File: src/logic/iodr_consts.svh
`ifndef IODR_CONSTS_SVH
`define IODR_CONSTS_SVH

// Register byte offsets
`define IODR_IDX_SUPPLY 8'h02
`define IODR_IDX_ACCEL_Y 8'h0c
`define IODR_IDX_ACCEL_Z 8'h0e
`define IODR_IDX_MAG_X 8'h10
`define IODR_IDX_MAG_Y 8'h12
`define IODR_IDX_MAG_Z 8'h14
`define IODR_IDX_PRESS_HIGH 8'h16
`define IODR_IDX_PRESS_LOW 8'h18
`define IODR_IDX_TEMP 8'h1a

// Field positions and widths
`define IODR_BIT_NEW 15
`define IODR_BIT_ERR 14
`define IODR_W14 14
`define IODR_W12 12
`define IODR_W8 8

// Fill value under the fields of each iodr_word_fmt word
`define IODR_RESET_WORD 16'h0000
// Cycles the bus slave spends in its wait state; its answer comes 2 cycles after the request is seen
`define IODR_WAIT_CYCLES 1

`endif

File: src/logic/iodr_pkg.sv
package iodr_pkg;

	typedef enum logic [3:0] {
		IODR_CH_SUPPLY = 4'h0,
		IODR_CH_ACCEL_Y = 4'h1,
		IODR_CH_ACCEL_Z = 4'h2,
		IODR_CH_MAG_X = 4'h3,
		IODR_CH_MAG_Y = 4'h4,
		IODR_CH_MAG_Z = 4'h5,
		IODR_CH_PRESS_HIGH = 4'h6,
		IODR_CH_PRESS_LOW = 4'h7,
		IODR_CH_TEMP = 4'h8,
		IODR_CH_NONE = 4'hf
	} iodr_chan_e;

	typedef enum logic [2:0] {
		IODR_ST_IDLE = 3'b001,
		IODR_ST_WAIT = 3'b010,
		IODR_ST_DONE = 3'b100
	} iodr_state_e;

	// Sample handed in by the sensor front end
	typedef struct packed {
		logic [13:0] accel_y;
		logic [13:0] accel_z;
		logic [13:0] mag_x;
		logic [13:0] mag_y;
		logic [13:0] mag_z;
		logic [21:0] pressure;
		logic [11:0] temperature;
		logic [11:0] supply;
	} iodr_sample_s;

	// Avalon-MM request
	typedef struct packed {
		logic [7:0] address;
		logic read;
		logic write;
		logic [31:0] writedata;
		logic [3:0] byteenable;
	} iodr_avm_req_s;

	typedef logic [15:0] iodr_word_t;

endpackage

File: src/logic/iodr_word_fmt.sv
`timescale 1ns/10ps
`include "iodr_consts.svh"

module iodr_word_fmt
	import iodr_pkg::*;
#(
	parameter int FIELD_W = 14
) (
	// Clock and reset
	input wire logic clk,
	input wire logic rst,
	// Sample side
	input wire logic load,
	input wire logic [FIELD_W-1:0] field,
	// Status side
	input wire logic alarm,
	input wire logic read_ack,
	// Formatted word
	output iodr_word_t word
);

	logic [FIELD_W-1:0] data_reg;
	logic new_reg;

	always_ff @(posedge clk) begin
		if (rst) begin
			data_reg <= '0;
		end else if (load) begin
			data_reg <= field;
		end
	end

	// Load wins over a read in the same cycle
	always_ff @(posedge clk) begin
		if (rst) begin
			new_reg <= 1'b0;
		end else if (load) begin
			new_reg <= 1'b1;
		end else if (read_ack) begin
			new_reg <= 1'b0;
		end
	end

	always_comb begin
		word = `IODR_RESET_WORD;
		word[FIELD_W-1:0] = data_reg;
		word[`IODR_BIT_NEW] = new_reg;
		word[`IODR_BIT_ERR] = alarm;
	end

endmodule

File: src/logic/iodr_pressure_low.sv
`timescale 1ns/10ps
`include "iodr_consts.svh"

module iodr_pressure_low
	import iodr_pkg::*;
(
	// Clock and reset
	input wire logic clk,
	input wire logic rst,
	// Sample side
	input wire logic load,
	input wire logic [`IODR_W8-1:0] field,
	// Formatted word
	output iodr_word_t word
);

	logic [`IODR_W8-1:0] frac_reg;

	always_ff @(posedge clk) begin
		if (rst) begin
			frac_reg <= '0;
		end else if (load) begin
			frac_reg <= field;
		end
	end

	assign word = {8'h00, frac_reg};

endmodule

File: src/logic/iodr_top.sv
`timescale 1ns/10ps
`include "iodr_consts.svh"

// Operation
// - Top bit flags unread new sample in every word but pressure low
// - Bit 14 shows any active alarm in every word but pressure low
// - Accel words: 14-bit signed, 3.33 milli-g
// - Plus/minus 18 g map to 0x1519/0x2ae7
// - Magnetometer words: 14-bit signed, half milligauss
// - Plus/minus 2.5 gauss give 0x1388/0x2c78
// - Pressure high: unsigned 14-bit, 0.08 mbar
// - Pressure low: 8-bit fraction, upper byte zero
// - 1200/1000 mbar give 0x3a98/0x30d4
// - Temperature: 12-bit signed about 25 C
// - 105/-40 C give 0x24c/0xe22
// - Supply: unsigned 12-bit, 2.418 mV steps
// - 5.0/4.75 V give 0x814/0x7ac
// - Output registers ignore host writes
module iodr_top
	import iodr_pkg::*;
(
	// Clock and reset
	input wire logic clk,
	input wire logic rst,
	// Sensor front end, codes already scaled
	input wire logic sample_valid,
	input iodr_sample_s sample,
	input wire logic alarm_active,
	// Avalon-MM slave
	input wire logic [7:0] avs_address,
	input wire logic avs_read,
	input wire logic avs_write,
	input wire logic [31:0] avs_writedata,
	input wire logic [3:0] avs_byteenable,
	output logic [31:0] avs_readdata,
	output logic [1:0] avs_response,
	output logic avs_waitrequest
);

	//--------------------------------------------------------------
	// Address decode
	//--------------------------------------------------------------

	function automatic iodr_chan_e decode(input logic [7:0] addr);
		case (addr)
			`IODR_IDX_SUPPLY: decode = IODR_CH_SUPPLY;
			`IODR_IDX_ACCEL_Y: decode = IODR_CH_ACCEL_Y;
			`IODR_IDX_ACCEL_Z: decode = IODR_CH_ACCEL_Z;
			`IODR_IDX_MAG_X: decode = IODR_CH_MAG_X;
			`IODR_IDX_MAG_Y: decode = IODR_CH_MAG_Y;
			`IODR_IDX_MAG_Z: decode = IODR_CH_MAG_Z;
			`IODR_IDX_PRESS_HIGH: decode = IODR_CH_PRESS_HIGH;
			`IODR_IDX_PRESS_LOW: decode = IODR_CH_PRESS_LOW;
			`IODR_IDX_TEMP: decode = IODR_CH_TEMP;
			default: decode = IODR_CH_NONE;
		endcase
	endfunction

	//--------------------------------------------------------------
	// Bus state machine
	//--------------------------------------------------------------

	iodr_state_e state_reg;
	iodr_avm_req_s req;
	iodr_chan_e chan;
	logic take;
	logic rd_done;

	assign req = '{address: avs_address, read: avs_read, write: avs_write,
		writedata: avs_writedata, byteenable: avs_byteenable};
	assign chan = decode(req.address);
	assign take = (state_reg == IODR_ST_WAIT);
	assign rd_done = take && req.read;

	always_ff @(posedge clk) begin
		if (rst) begin
			state_reg <= IODR_ST_IDLE;
		end else begin
			case (state_reg)
				IODR_ST_IDLE: begin
					if (req.read || req.write) begin
						state_reg <= IODR_ST_WAIT;
					end
				end
				IODR_ST_WAIT: state_reg <= IODR_ST_DONE;
				IODR_ST_DONE: state_reg <= IODR_ST_IDLE;
				default: state_reg <= IODR_ST_IDLE;
			endcase
		end
	end

	//--------------------------------------------------------------
	// Output words
	//--------------------------------------------------------------

	iodr_word_t words [0:8];
	logic [8:0] read_hit;

	always_comb begin
		read_hit = '0;
		if (rd_done && chan != IODR_CH_NONE) begin
			read_hit[chan] = 1'b1;
		end
	end

	// Codes arrive already scaled; the fields pass them bit for bit
	iodr_word_fmt #(.FIELD_W(`IODR_W12)) u_supply (
		.clk(clk), .rst(rst), .load(sample_valid),
		.field(sample.supply),
		.alarm(alarm_active), .read_ack(read_hit[IODR_CH_SUPPLY]),
		.word(words[IODR_CH_SUPPLY])
	);
	iodr_word_fmt #(.FIELD_W(`IODR_W14)) u_accel_y (
		.clk(clk), .rst(rst), .load(sample_valid),
		.field(sample.accel_y),
		.alarm(alarm_active), .read_ack(read_hit[IODR_CH_ACCEL_Y]),
		.word(words[IODR_CH_ACCEL_Y])
	);
	iodr_word_fmt #(.FIELD_W(`IODR_W14)) u_accel_z (
		.clk(clk), .rst(rst), .load(sample_valid),
		.field(sample.accel_z),
		.alarm(alarm_active), .read_ack(read_hit[IODR_CH_ACCEL_Z]),
		.word(words[IODR_CH_ACCEL_Z])
	);
	iodr_word_fmt #(.FIELD_W(`IODR_W14)) u_mag_x (
		.clk(clk), .rst(rst), .load(sample_valid),
		.field(sample.mag_x),
		.alarm(alarm_active), .read_ack(read_hit[IODR_CH_MAG_X]),
		.word(words[IODR_CH_MAG_X])
	);
	iodr_word_fmt #(.FIELD_W(`IODR_W14)) u_mag_y (
		.clk(clk), .rst(rst), .load(sample_valid),
		.field(sample.mag_y),
		.alarm(alarm_active), .read_ack(read_hit[IODR_CH_MAG_Y]),
		.word(words[IODR_CH_MAG_Y])
	);
	iodr_word_fmt #(.FIELD_W(`IODR_W14)) u_mag_z (
		.clk(clk), .rst(rst), .load(sample_valid),
		.field(sample.mag_z),
		.alarm(alarm_active), .read_ack(read_hit[IODR_CH_MAG_Z]),
		.word(words[IODR_CH_MAG_Z])
	);
	iodr_word_fmt #(.FIELD_W(`IODR_W14)) u_press_high (
		.clk(clk), .rst(rst), .load(sample_valid),
		.field(sample.pressure[21:8]),
		.alarm(alarm_active), .read_ack(read_hit[IODR_CH_PRESS_HIGH]),
		.word(words[IODR_CH_PRESS_HIGH])
	);
	iodr_pressure_low u_press_low (
		.clk(clk), .rst(rst), .load(sample_valid),
		.field(sample.pressure[7:0]),
		.word(words[IODR_CH_PRESS_LOW])
	);
	iodr_word_fmt #(.FIELD_W(`IODR_W12)) u_temp (
		.clk(clk), .rst(rst), .load(sample_valid),
		.field(sample.temperature),
		.alarm(alarm_active), .read_ack(read_hit[IODR_CH_TEMP]),
		.word(words[IODR_CH_TEMP])
	);

	//--------------------------------------------------------------
	// Bus answer
	//--------------------------------------------------------------

	always_ff @(posedge clk) begin
		if (rst) begin
			avs_waitrequest <= 1'b1;
		end else begin
			avs_waitrequest <= !(take && (req.read || req.write));
		end
	end

	// Writes are accepted and dropped
	always_ff @(posedge clk) begin
		if (rst) begin
			avs_readdata <= '0;
			avs_response <= 2'h0;
		end else if (take) begin
			if (chan == IODR_CH_NONE) begin
				avs_readdata <= '0;
				avs_response <= 2'h3;
			end else begin
				avs_readdata <= req.read ? {16'h0000, words[chan]} : 32'h00000000;
				avs_response <= 2'h0;
			end
		end
	end

endmodule

File: config.mk
export PLATFORM = sky130hd
export DESIGN_NAME = iodr_top
export DESIGN_NICKNAME = d
export VERILOG_FILES = /design/src/logic/iodr_pkg.sv /design/src/logic/iodr_word_fmt.sv /design/src/logic/iodr_pressure_low.sv /design/src/logic/iodr_top.sv
export VERILOG_INCLUDE_DIRS = /design/src /design/src/logic
export SDC_FILE = /design/constraint.sdc
export NUM_CORES = 1
export LEC_CHECK = 0
export BUFFER_PORTS_ARGS = -buffer_cell sky130_fd_sc_hd__buf_2
export CORE_MARGIN = 5
export CORE_UTILIZATION = 40
export DETAILED_ROUTE_END_ITERATION = 8
export GPL_ROUTABILITY_DRIVEN = 0
export PLACE_DENSITY = 0.73
export SYNTH_ARGS = -nofsm -noshare
export SYNTH_HDL_FRONTEND = slang
export SYNTH_HIERARCHICAL = 1
export SYNTH_SLANG_ARGS = --single-unit
File: constraint.sdc
create_clock -name clk -period 2.4 [get_ports clk]
set_input_delay 0.12 -clock clk [delete_from_list [all_inputs] [get_ports clk]]
set_output_delay 0.12 -clock clk [all_outputs]
set_load 0.005 [all_outputs]
After elaboration in Yosys (flattened, before gate mapping)

Memories as Yosys holds them, arrays and structs flattened.
Cells that the tools add are included.

Input bits: 166
Output and inout bits: 35
Word-level logic and storage cells: 74
Register bits: 162
ROM bits: 128
Memories: 1

Memories:

| name            | depth | width | read ports | clocked after memory_dff | write ports | RTL line       | RTL |
|---|---|---|---|---|---|---|---|
| (no name shown) | 32    | 4     | 1          | 0                        | 0           | iodr_top.sv:45 | `case (addr)` |

Order comparisons: 3
Bitwise operators: 1
Equality and inequality tests: 5
Reductions and logical operators: 15
Mux-type cells: 28

Operators with widths:

| operator             | number |
|---|---|
| $bmux W16 S4         | 1 |
| $mux W16             | 4 |
| $mux W1              | 17 |
| $reduce_bool A2 Y1   | 8 |
| $mux W9              | 1 |
| $pmux W3 S2          | 1 |
| $ge A5 B5 Y1 const B | 1 |
| $lt A4 B5 Y1 const B | 1 |
| $not A4 Y5           | 1 |
| $demux W1 S4         | 1 |
| $eq A4 B4 Y1 const B | 1 |
| $ge A4 B1 Y1 const B | 1 |
| $logic_and A1 B1 Y1  | 4 |
| $mux W4              | 1 |
| $ne A4 B4 Y1 const B | 1 |
| $eq A3 B1 Y1 const B | 1 |
| $eq A3 B2 Y1 const B | 1 |
| $logic_not A3 Y1     | 1 |
| $mux W3              | 1 |
| $mux W2              | 1 |
| $ne A2 B2 Y1 const B | 1 |
| $logic_not A1 Y1     | 1 |
| $logic_or A1 B1 Y1   | 1 |

Logic depth before layout (Yosys ltp)

Gate-level depths: netlist of the first run.

Depth after elaboration: 9
Mapped depth: 9
Gate-level depth less buffers: 6

By module

Netlist of the first run, hierarchy kept.

By module, submodules not included:

| module                        | sequential area each (µm²) | cells an instance | instances | area each (µm²) |
|---|---|---|---|---|
| iodr_top                      | 420.4                      | 523               | 1         | 3497.1 |
| iodr_word_fmt (u_accel_y ...) | 300.3                      | 51                | 6         | 559.3 |
| iodr_word_fmt (u_supply ...)  | 260.2                      | 48                | 2         | 510.5 |
| iodr_pressure_low             | 160.2                      | 35                | 1         | 349.1 |

Worst setup path before layout of the first run

OpenSTA, ideal clock, no wires.

Path kind: in2reg
Start point: input port avs_address[7]
End point: register u_accel_z.new_reg
Data required time: 2284 ps
Setup time: 116 ps
Path buffers: 3
Stages on the path: 9
Arrival time: 2064 ps
Path slack: 220 ps
Cells stage by stage: or4_4 > buf_6 > a211oi_4 > buf_6 > buf_2 > o2111ai_1 > nor3_1 > nand2b_1 > a21oi_1

Word-level cells in the longest chain between the ends: 8
Elaborated cells on any way between the ends: 11
Classes of those cells: order compare: 2; eq/ne: 1; mux: 4; reduce/logical: 4

Ends and longest elaborated chain:

| what                                                               | RTL line            | RTL |
|---|---|---|
| start: declaration                                                 | iodr_top.sv:30      | `input wire logic [7:0] avs_address,` |
| $logic_not A3 Y1 (*)                                               | iodr_top.sv:45      |  |
| $mux W4 (*)                                                        | iodr_top.sv:45      |  |
| $lt A4 B5 Y1 (implied by the code) or $ge A4 B1 Y1 (tied branches) | iodr_top.sv:102     | `read_hit[chan] = 1'b1;` |
| $logic_and A1 B1 Y1 (implied by the code)                          | iodr_top.sv:102     |  |
| $mux W1 (implied by the code)                                      | iodr_top.sv:102     |  |
| $demux W1 S4                                                       | iodr_top.sv:102     |  |
| $mux W9 (*)                                                        | iodr_top.sv:101     | `if (rd_done && chan != IODR_CH_NONE) begin` |
| via read_hit[2]                                                    | iodr_top.sv:97      | `logic [8:0] read_hit;` |
| $reduce_bool A2 Y1 (no line) (*)                                   | --                  |  |
| end signal: assignment                                             | iodr_word_fmt.sv:36 | `new_reg <= 1'b0;` |
| end signal: assignment                                             | iodr_word_fmt.sv:38 | `new_reg <= 1'b1;` |
| end signal: assignment                                             | iodr_word_fmt.sv:40 | `new_reg <= 1'b0;` |
| end: declaration                                                   | iodr_word_fmt.sv:23 | `logic new_reg;` |

The timed path passes the listed nets; every way through them passes the cells marked *.
A chain may end at the register's enable or synchronous reset.

Worst setup path in the final report of the first run

Start point: register state_reg[2]
End point: register avs_readdata[11]

Word-level cells in the longest chain between the ends: 1

Ends and longest elaborated chain:

| what                     | RTL line        | RTL |
|---|---|---|
| start: declaration       | iodr_top.sv:63  | `iodr_state_e state_reg;` |
| start signal: assignment | iodr_top.sv:77  | `state_reg <= IODR_ST_IDLE;` |
| start signal: assignment | iodr_top.sv:82  | `state_reg <= IODR_ST_WAIT;` |
| start signal: assignment | iodr_top.sv:85  | `IODR_ST_WAIT: state_reg <= IODR_ST_DONE;` |
| $eq A3 B2 Y1             | iodr_top.sv:72  | `assign take = (state_reg == IODR_ST_WAIT);` |
| end signal: assignment   | iodr_top.sv:183 | `avs_readdata <= req.read ? {16'h0000, words[chan]} : 32'h00000000;` |
| end: declaration         | iodr_top.sv:35  | `output logic [31:0] avs_readdata,` |

No other way between the ends.

==> metrics, run 1 <==
CORE AREA approximately 20000 µm²; status finished clean; Worst Path Arrival 2560 ps; YS warnings 6; f_max roughly 460 MHz; P_leak roughly 4.6 nW; layout cells sized above 1 roughly a fifth; wire per inst approximately 17 µm; chip height between 150 and 200 µm; Initial Util 40.6%; Seq/Total Area, Yosys about a third; most frequent cells in the layout buf_2, dfxtp_1, nor2_1; non-filler instance count after layout between 1000 and 1500; final worst path period share 90.9%; worst hold path class in -> reg; clk sinks roughly 150; Layout Skew 5.73 ps; TritonCTS clock tree built; antenna diode count 0; DRC 0; die area 23500 µm²; Worst Reg2Reg Path Length in Cells 8; clock tree buffer depth 2; Post-DRT Antenna Nets 0; vias in the first global route about 7700; flops & latches, synth approximately 150; R2R Setup Slk 220 ps; via count 7994; commonest non-fill, non-tap cell in the layout buf_2; Num CTS Buffers 17; Horiz. Die Dim ~150 µm; clk slew on worst S/H paths ~60 ps; Largest Register avs_readdata; max reg flops 16; syn avg cell area ~8.6 µm²; Slew @ Worst Pin 710 ps; WP data required between 2000 and 3000 ps; final hold viol count 0; final setup vio count 0; critical path class reg -> reg; Worst Setup End Kind flop; Ports between 200 and 250; Peak supply drop 0.449 mV; DR iter-0 viols around 700; Pwr Density between 500 and 600 nW/µm²; Rows 52; DPL Wire Length about 17000 µm; hold endpoint state_reg[2]; Synth Cell Area 8220 µm²; ys async rst share 0%; Post-Syn Instances 960; Inst Count DP 1324; clk_lat worst skew ~430 ps; largest net degree at the start of global routing 68; H-tree depth 4; Final Core Density between 50% and 60%; ys flop type dfxtp_1; Vias/cell about 5.4; DRT Pass-1 Iters 5; R2R Path Start state_reg[2]; Fillers ~1800; final max-slew violation count 0; first-pass GRT wire length 40000 µm; GRT Util Overall 20.8%; final wirelength between 20000 and 30000 µm; Worst Hold Depth 3; Reg area roughly 2900 µm²; clock root cell clkbuf_16; CP startpoint kind flop; Multi-input gate area around 4500 µm²; total gr overflow 0; initial antenna violation count 1; post-layout min period around 2200 ps; Sum Neg Setup Slack 0 ps; post-CTS setup buffers 0; r2r endpoint avs_readdata[11]; maxcap violations 0; final hold slack ~32 ps; EDFF count, synth 0; CP Max Fanout 16; hold_sp rst; RSZ-0062 raised after global routing false; Synth-to-Final Area Change 31.0%; IO Port Bufs between 100 and 150; Synth cell types 46; Final nets 1357; Worst slew margin 52.7%
[how the worst max path moves through the flow]
stage	endpoint	cells after the start	startpoint
after global placement	avs_readdata[11]	10	avs_address[7]
after floorplan	u_accel_z/new_reg	9	avs_address[7]
after global routing	avs_readdata[11]	8	state_reg[2]
after CTS	avs_readdata[11]	8	state_reg[2]
after detailed placement	avs_readdata[11]	10	avs_address[7]
final	avs_readdata[11]	8	state_reg[2]
[kinds of logic (layout without fill, tap and decap cells)]
| family | Yosys count | after routing | synth area share, % |
|---|---|---|---|
| AND/OR/NAND/NOR | 285 | 285 | 16.6 |
| buffers and inverters | 142 | 362 | 11.6 |
| other | 4 | 28 | 0.183 |
| flip-flops | 145 | 145 | 35.3 |
| multiplexers | 117 | 117 | 14.2 |
| XOR/XNOR | 1 | 1 | 0.107 |
| AO/OA/AOI/OAI | 266 | 266 | 22.0 |
[synthesized netlist by cell type (2+ instances only)]
library cell | count | area [µm²]
buf_12 | 8 | 160
a22o_1 | 4 | 35.0
o22a_1 | 28 | 245
a21oi_1 | 57 | 285
a211oi_1 | 3 | 22.5
o2111ai_1 | 3 | 26.3
nor4_1 | 18 | 113
nand2_1 | 47 | 176
a32o_1 | 12 | 120
o32ai_1 | 30 | 263
nor3_1 | 7 | 35.0
nor3b_1 | 3 | 22.5
buf_6 | 13 | 146
conb_1 | 4 | 15.0
dfxtp_1 | 145 | 2900
mux2i_1 | 117 | 1170
nor4b_2 | 4 | 60.1
inv_1 | 11 | 41.3
buf_4 | 46 | 345
nand3_1 | 2 | 10.0
buf_2 | 14 | 70.1
nor2b_1 | 5 | 31.3
nor2_1 | 142 | 533
nor4b_1 | 7 | 61.3
a2111oi_1 | 3 | 30.0
a31oi_1 | 27 | 169
o221ai_1 | 18 | 158
and3_1 | 4 | 25.0
o21ai_0 | 56 | 280
nand2b_1 | 28 | 175
or3_1 | 15 | 93.8
o22ai_1 | 18 | 113
clkbuf_1 | 47 | 176
buf_1 | 2 | 7.51
[critical path, stage by stage (launching register included)]
cell and delay, ps:
dfxtp_1 330, nor4b_2 340, nand2_1 100, a211oi_1 210
buf_4 230, o21ai_0 150, a2111oi_1 460, buf_4 190
a22o_1 110
[cell type report]
cell class	count	area share, %
clock inverters	13	1.72
inverters	12	0.418
repair buffers	318	22.0
well taps	270	3.14
clock buffers	19	4.02
flip-flops and latches	145	27.0
multi-input cells	697	41.7
[repair_timing]
item	CTS	global route
hold endpoints to repair	117	0
endpoints found under the setup margin	0	2
resized for setup	0	1
hold buffers	118	0
[through the flow]
stage	power, mW	area (µm²)	setup slack (ps)
after floorplan	3.32	8310	220
after global placement	3.50	8960	74.6
after detailed placement	3.53	8960	36.9
after CTS	6.48	10800	78.2
after global routing	6.71	10800	63.5
final	6.46	10800	217
[per-layer routing]
layer / vias up / wire length, µm / part of all wire [%] / global-route usage, %
met5: - / 13 / 0.051 / 0
met4: 2 / 673 / 2.6 / 6.98
met3: 45 / 1860 / 7.3 / 5.37
met2: 292 / 12100 / 47 / 34.7
met1: 3753 / 10900 / 43 / 26.1
li1: 3902 / - / - / -
[power breakdown]
part	switching (mW)	internal (mW)
combinational	0.475	0.511
clock	1.07	1.74
sequential	0.120	2.54
total	1.67	4.79
No activity file was read; power rests on OpenSTA's default activity.
==> inputs of run 2 (changes only) <==
Settings changed: CORE_ASPECT_RATIO set to 1.75.
==> run 2 against run 1 <==
Effect of this change:
- sequential power about the same
- total power grew 2.0%
- clock skew rose by 8.3 ps
- setup slack improved by 59 ps
- final cell count down 1.1%
- worst hold slack lost 11 ps
- routed wire length up 6.3%
- clock-buffer cell count down 2
- via count grew 2.6%
- sequential cell count is the same
- final area grew 0.65%
- critical path type unchanged
- largest cell class unchanged
- highest routed layer is now met4
==> metrics, run 2 (synthesized netlist as in run 1, its figures left out) <==
commonest non-fill, non-tap cell in the layout buf_2 (unchanged); first-pass GRT wire length 41500 µm (was 40000 µm); non-filler instance count after layout 1458 (was 1474); clock root cell clkbuf_16 (unchanged); Pwr Density 608 nW/µm² (was 600 nW/µm²); IO Port Bufs 148 (unchanged); post-layout min period 2120 ps (was 2180 ps); worst path cell trace nor4b_1 -> nand2_1 -> a211oi_1 -> buf_4 -> o21ai_0 -> a2111oi_1 -> a22o_1 (was nor4b_2 -> nand2_1 -> a211oi_1 -> buf_4 -> o21ai_0 -> a2111oi_1 -> buf_4 -> a22o_1); worst hold path class in -> reg (unchanged); Layout Skew 14.0 ps (was 5.73 ps); final worst path period share 88.5% (was 90.9%); Rows 69 (was 52); GRT Util Overall 22.0% (was 20.8%); CP delay by family, top compound AO/OA/AOI/OAI gates (unchanged); die area 23600 µm² (was 23500 µm²); vias in the first global route 7958 (was 7691); Bufs and invs on worst path 1 (was 2); P_int 4.90 mW (was 4.79 mW); WP data required 2770 ps (was 2780 ps); Peak supply drop 0.466 mV (was 0.449 mV); final max-slew violation count 0 (unchanged); DRT Pass-1 Iters 6 (was 5); Synth-to-Final Area Change 31.8% (was 31.0%); CP max stage delay 460 ps (about the same); H-tree depth 4 (unchanged); via count 8202 (was 7994); status finished clean (unchanged); initial antenna violation count 0 (was 1); Sequential Power Share 40.4% (was 41.2%); f_max 471 MHz (was 458 MHz); clk_lat worst skew 440 ps (was 430 ps); RSZ-0062 raised after global routing false (unchanged); Horiz. Die Dim 118 µm (was 153 µm); Comb power frac 15.5% (was 15.3%); max reg flops 16 (unchanged); wire per inst 18.6 µm (was 17.3 µm); post-layout power 6.59 mW (was 6.46 mW); critical path class reg -> reg (unchanged); antenna diode count 0 (unchanged); most frequent cells in the layout buf_2, dfxtp_1, nor2_1 (unchanged); final setup vio count 0 (unchanged); chip height 200 µm (was 153 µm); CP startpoint kind flop (unchanged); CP max stage cell a2111oi_1 (unchanged); Psw 1.69 mW (was 1.67 mW); maxcap violations 0 (unchanged); Inst Count DP 1308 (was 1324); CP Max Fanout 8 (was 16); largest net degree at the start of global routing 77 (was 68); clk slew on worst S/H paths 60 ps (about the same); Worst slew margin 46.6% (was 52.7%); Largest Register avs_readdata (unchanged); total gr overflow 0 (unchanged); Final nets 1363 (was 1357); DRC 0 (unchanged); final hold slack 21.3 ps (was 32.2 ps); Ports 201 (unchanged); final hold viol count 0 (unchanged); Num CTS Buffers 17 (unchanged); P_leak 4.64 nW (was 4.57 nW); Clk pwr share 44.1% (was 43.5%); clk sinks 145 (unchanged); Slew @ Worst Pin 801 ps (was 710 ps); clock tree buffer depth 2 (unchanged); Worst Setup End Kind flop (unchanged); Sw Ratio 25.6% (was 25.8%); Sum Neg Setup Slack 0 ps (unchanged); Worst Path Arrival 2490 ps (was 2560 ps); Initial Util 40.5% (was 40.6%); final wirelength 27100 µm (was 25500 µm); post-CTS setup buffers 0 (unchanged); DPL Wire Length 18900 µm (was 17400 µm); Post-DRT Antenna Nets 0 (unchanged); CORE AREA 20300 µm² (was 20200 µm²); Vias/cell 5.63 (was 5.42); TritonCTS clock tree built (unchanged); Final Core Density 53.4% (was 53.2%); DR iter-0 viols 669 (was 703); layout cells sized above 1 20.7% (was 20.2%)
[run 2: cell type report]
type | count | area, µm²
fillers | 1826 | 9450
inverters | 12 | 45.0
well taps | 248 | 310
flip-flops and latches | 145 | 2900
clock buffers | 17 | 425
repair buffers | 324 | 2450
multi-input cells | 697 | 4490
clock inverters | 15 | 214
[run 2: final timing paths]
| kind | slack [ps] | to | depth (start not counted) | start |
|---|---|---|---|---|
| max | 280 | avs_readdata[0] | 7 | state_reg[2] |
| min | 20 | state_reg[2] | 3 | rst |
| max reg2reg | 280 | avs_readdata[0] | 7 | state_reg[2] |
| min reg2reg | 460 | avs_readdata[7] | 1 | avs_readdata[7] |
[run 2: routing by layer]
metal / global-route usage [%] / up-vias / wire [µm]
li1: - / 3932 / -
met1: 22.6 / 3816 / 9720
met2: 38.7 / 345 / 13800
met3: 4.64 / 109 / 1480
met4: 16.8 / 0 / 2090
met5: 0 / - / 0
[run 2: power groups by stage]
| stage | logic (mW) | registers (mW) | clock network [mW] |
|---|---|---|---|
| 3_5_place_dp | 0.846 | 2.71 | 0 |
| 2_1_floorplan | 0.662 | 2.66 | 0 |
| 3_3_place_gp | 0.828 | 2.70 | 0 |
| 5_1_grt | 1.11 | 2.67 | 3.05 |
| 4_1_cts | 1.00 | 2.66 | 2.94 |
| 6_report | 1.02 | 2.66 | 2.91 |
[run 2: worst reg2reg max path: cells and delay by family, from the launching register on]
family                 cells  cell delay (ps)
AOI/OAI and AO/OA          4             1050
and+or+nand+nor            2              510
DFF                        1              320
buffers and inverters      1              180
[run 2: what timing repair did]
action,CTS,global route
hold endpoints to repair,117,0
gates resized for setup,0,0
hold buffers,118,0
[run 2: stage by stage]
stage	area, µm²	worst slack, ps
floorplan	8310	220
global placement	9020	79.1
detailed placement	9020	30.5
CTS	10800	285
global route	10800	201
finish	10800	277
==> inputs of run 3 (changes only) <==
--- a/config.mk
+++ b/config.mk
@@ -11,6 +11,7 @@
 export CORE_MARGIN = 5
-export CORE_UTILIZATION = 40
+export CORE_UTILIZATION = 45
 export DETAILED_ROUTE_END_ITERATION = 8
 export GPL_ROUTABILITY_DRIVEN = 0
-export PLACE_DENSITY = 0.73
+export GPL_TIMING_DRIVEN = 0
+export PLACE_DENSITY = 0.79
 export SYNTH_ARGS = -nofsm -noshare
--- a/constraint.sdc
+++ b/constraint.sdc
@@ -3,2 +3,2 @@
 set_output_delay 0.12 -clock clk [all_outputs]
-set_load 0.005 [all_outputs]
+set_load 0.1 [all_outputs]
==> run 3 against run 2 <==
Effect of this change:
- die area shrank 10%
- combinational power grew 29%
- global-route usage grew 7.3 points
- fmax shrank 6.5%
- sequential share of layout area shrank 1.7 points
- largest cell class unchanged
==> metrics, run 3 (synthesized netlist as in run 1, its figures left out) <==
CORE AREA 18100 µm² (was 20300 µm²); Worst Setup End Kind flop (unchanged); Worst slew margin 28.9% (was 46.6%); Rows 65 (was 69); clk slew on worst S/H paths 70 ps (was 60 ps); Peak supply drop 0.489 mV (was 0.466 mV); Layout Skew 11.5 ps (was 14.0 ps); f_max 440 MHz (was 471 MHz); final hold viol count 0 (unchanged); Slew @ Worst Pin 1070 ps (was 801 ps); post-layout min period 2270 ps (was 2120 ps); WP data required 2680 ps (was 2770 ps); crit path launch avs_address[7] (was state_reg[2]); RSZ-0062 raised after global routing false (unchanged); die area 21200 µm² (was 23600 µm²); post-layout power 6.84 mW (was 6.59 mW); clk sinks 145 (unchanged); most frequent cells in the layout buf_2, dlygate4sd3_1, dfxtp_1 (was buf_2, dfxtp_1, nor2_1); status finished clean (unchanged); DPL Wire Length 21000 µm (was 18900 µm); initial antenna violation count 0 (unchanged); IO Port Bufs 145 (was 148); Fillers 1443 (was 1826); Post-DRT Antenna Nets 0 (unchanged); total gr overflow 0 (unchanged); Largest Register avs_readdata (unchanged); antenna diode count 0 (unchanged); worst hold path class in -> reg (unchanged); chip height 189 µm (was 200 µm); clock tree buffer depth 2 (unchanged); clk_lat worst skew 450 ps (was 440 ps); Pwr Density 591 nW/µm² (was 608 nW/µm²); CP startpoint kind input port (was flop); layout cells sized above 1 21.5% (was 20.7%); Worst Path Arrival 2550 ps (was 2490 ps); Horiz. Die Dim 112 µm (was 118 µm); commonest non-fill, non-tap cell in the layout buf_2 (unchanged); wire per inst 20.7 µm (was 18.6 µm); final max-slew violation count 0 (unchanged); R2R Path Start state_reg[2] (unchanged); H-tree depth 4 (unchanged); first-pass GRT wire length 48500 µm (was 41500 µm); final worst path period share 94.7% (was 88.5%); TritonCTS clock tree built (unchanged); CP Max Fanout 10 (was 8); final wirelength 32000 µm (was 27100 µm); P_leak 4.92 nW (was 4.64 nW); maxcap violations 0 (unchanged); hold_sp sample_valid (was rst); Ports 201 (unchanged); DR iter-0 viols 775 (was 669); clock root cell clkbuf_16 (unchanged); largest net degree at the start of global routing 50 (was 77); Initial Util 45.5% (was 40.5%); Final nets 1466 (was 1363); DRC 0 (unchanged); Num CTS Buffers 17 (unchanged); via count 9016 (was 8202); GRT Util Overall 29.3% (was 22.0%); DRT Pass-1 Iters 6 (unchanged); Post-DP Area 9330 µm² (was 9020 µm²); Synth-to-Final Area Change 40.7% (was 31.8%); max reg flops 16 (unchanged); Final Cell Area 11600 µm² (was 10800 µm²); critical path class in -> reg (was reg -> reg); Vias/cell 5.83 (was 5.63); vias in the first global route 9129 (was 7958); final setup vio count 0 (unchanged)
run 3: repair_timing:
action                                  4_1_cts  5_1_grt
pin swaps                                     1        0
hold buffers                                150        0
endpoints found under the setup margin       18       16
resized for setup                             5       13
buffers inserted                              2        0
endpoints found under the hold margin       117        0
run 3: through the flow:
| step | util, % | hold slack [ps] | TNS (ps) | worst slack, ps | cells |
|---|---|---|---|---|---|
| after floorplan | - | 189 | 0 | 220 | 984 |
| after global placement | 51.7 | 326 | -13230 | -871 | 1363 |
| after detailed placement | 51.7 | 345 | -13790 | -892 | 1363 |
| after CTS | 63.7 | 0.125 | 0 | 23.6 | 1547 |
| after global routing | 64.1 | 18.3 | 0 | 12.7 | 1547 |
| final | 64.1 | 1.46 | 0 | 128 | 1547 |
run 3: layout make-up:
cell class / count / area [µm²] / share of cell area, %
buffer: 130 / 907 / 7.84
clock buffer: 18 / 439 / 3.80
clock inverter: 14 / 179 / 1.55
inverter: 12 / 45.0 / 0.389
multi-input combinational: 697 / 4560 / 39.4
sequential: 145 / 2900 / 25.1
tap: 234 / 293 / 2.53
timing repair buffer: 297 / 2240 / 19.4
run 3: layer usage:
metal  vias to the layer above  GRT usage (%)  share of wire [%]
met5                         -              0                  0
met4                         0           22.8                9.2
met2                       584           51.9                 50
li1                       4119              -                  -
met3                       199           5.56                7.7
met1                      4114           29.6                 33
run 3: final timing paths:
check                            to  slack (ps)  cells after the start
min reg2reg         avs_readdata[3]         460                      1
max reg2reg        avs_readdata[11]         180                      6
min          u_accel_y/data_reg[12]           1                      3
max               u_accel_z/new_reg         130                     10
run 3: power breakdown:
part	internal (mW)	total (mW)	switching [mW]
logic	0.635	1.32	0.688
registers	2.54	2.67	0.133
clock network	1.68	2.84	1.16
run 3: critical path, cell delays in order:
cell	delay, ps
buf_2	120
or4_4	530
buf_6	160
a211oi_4	240
buf_6	190
buf_2	260
o2111ai_1	420
nor3_1	300
nand2b_1	130
a21oi_1	60
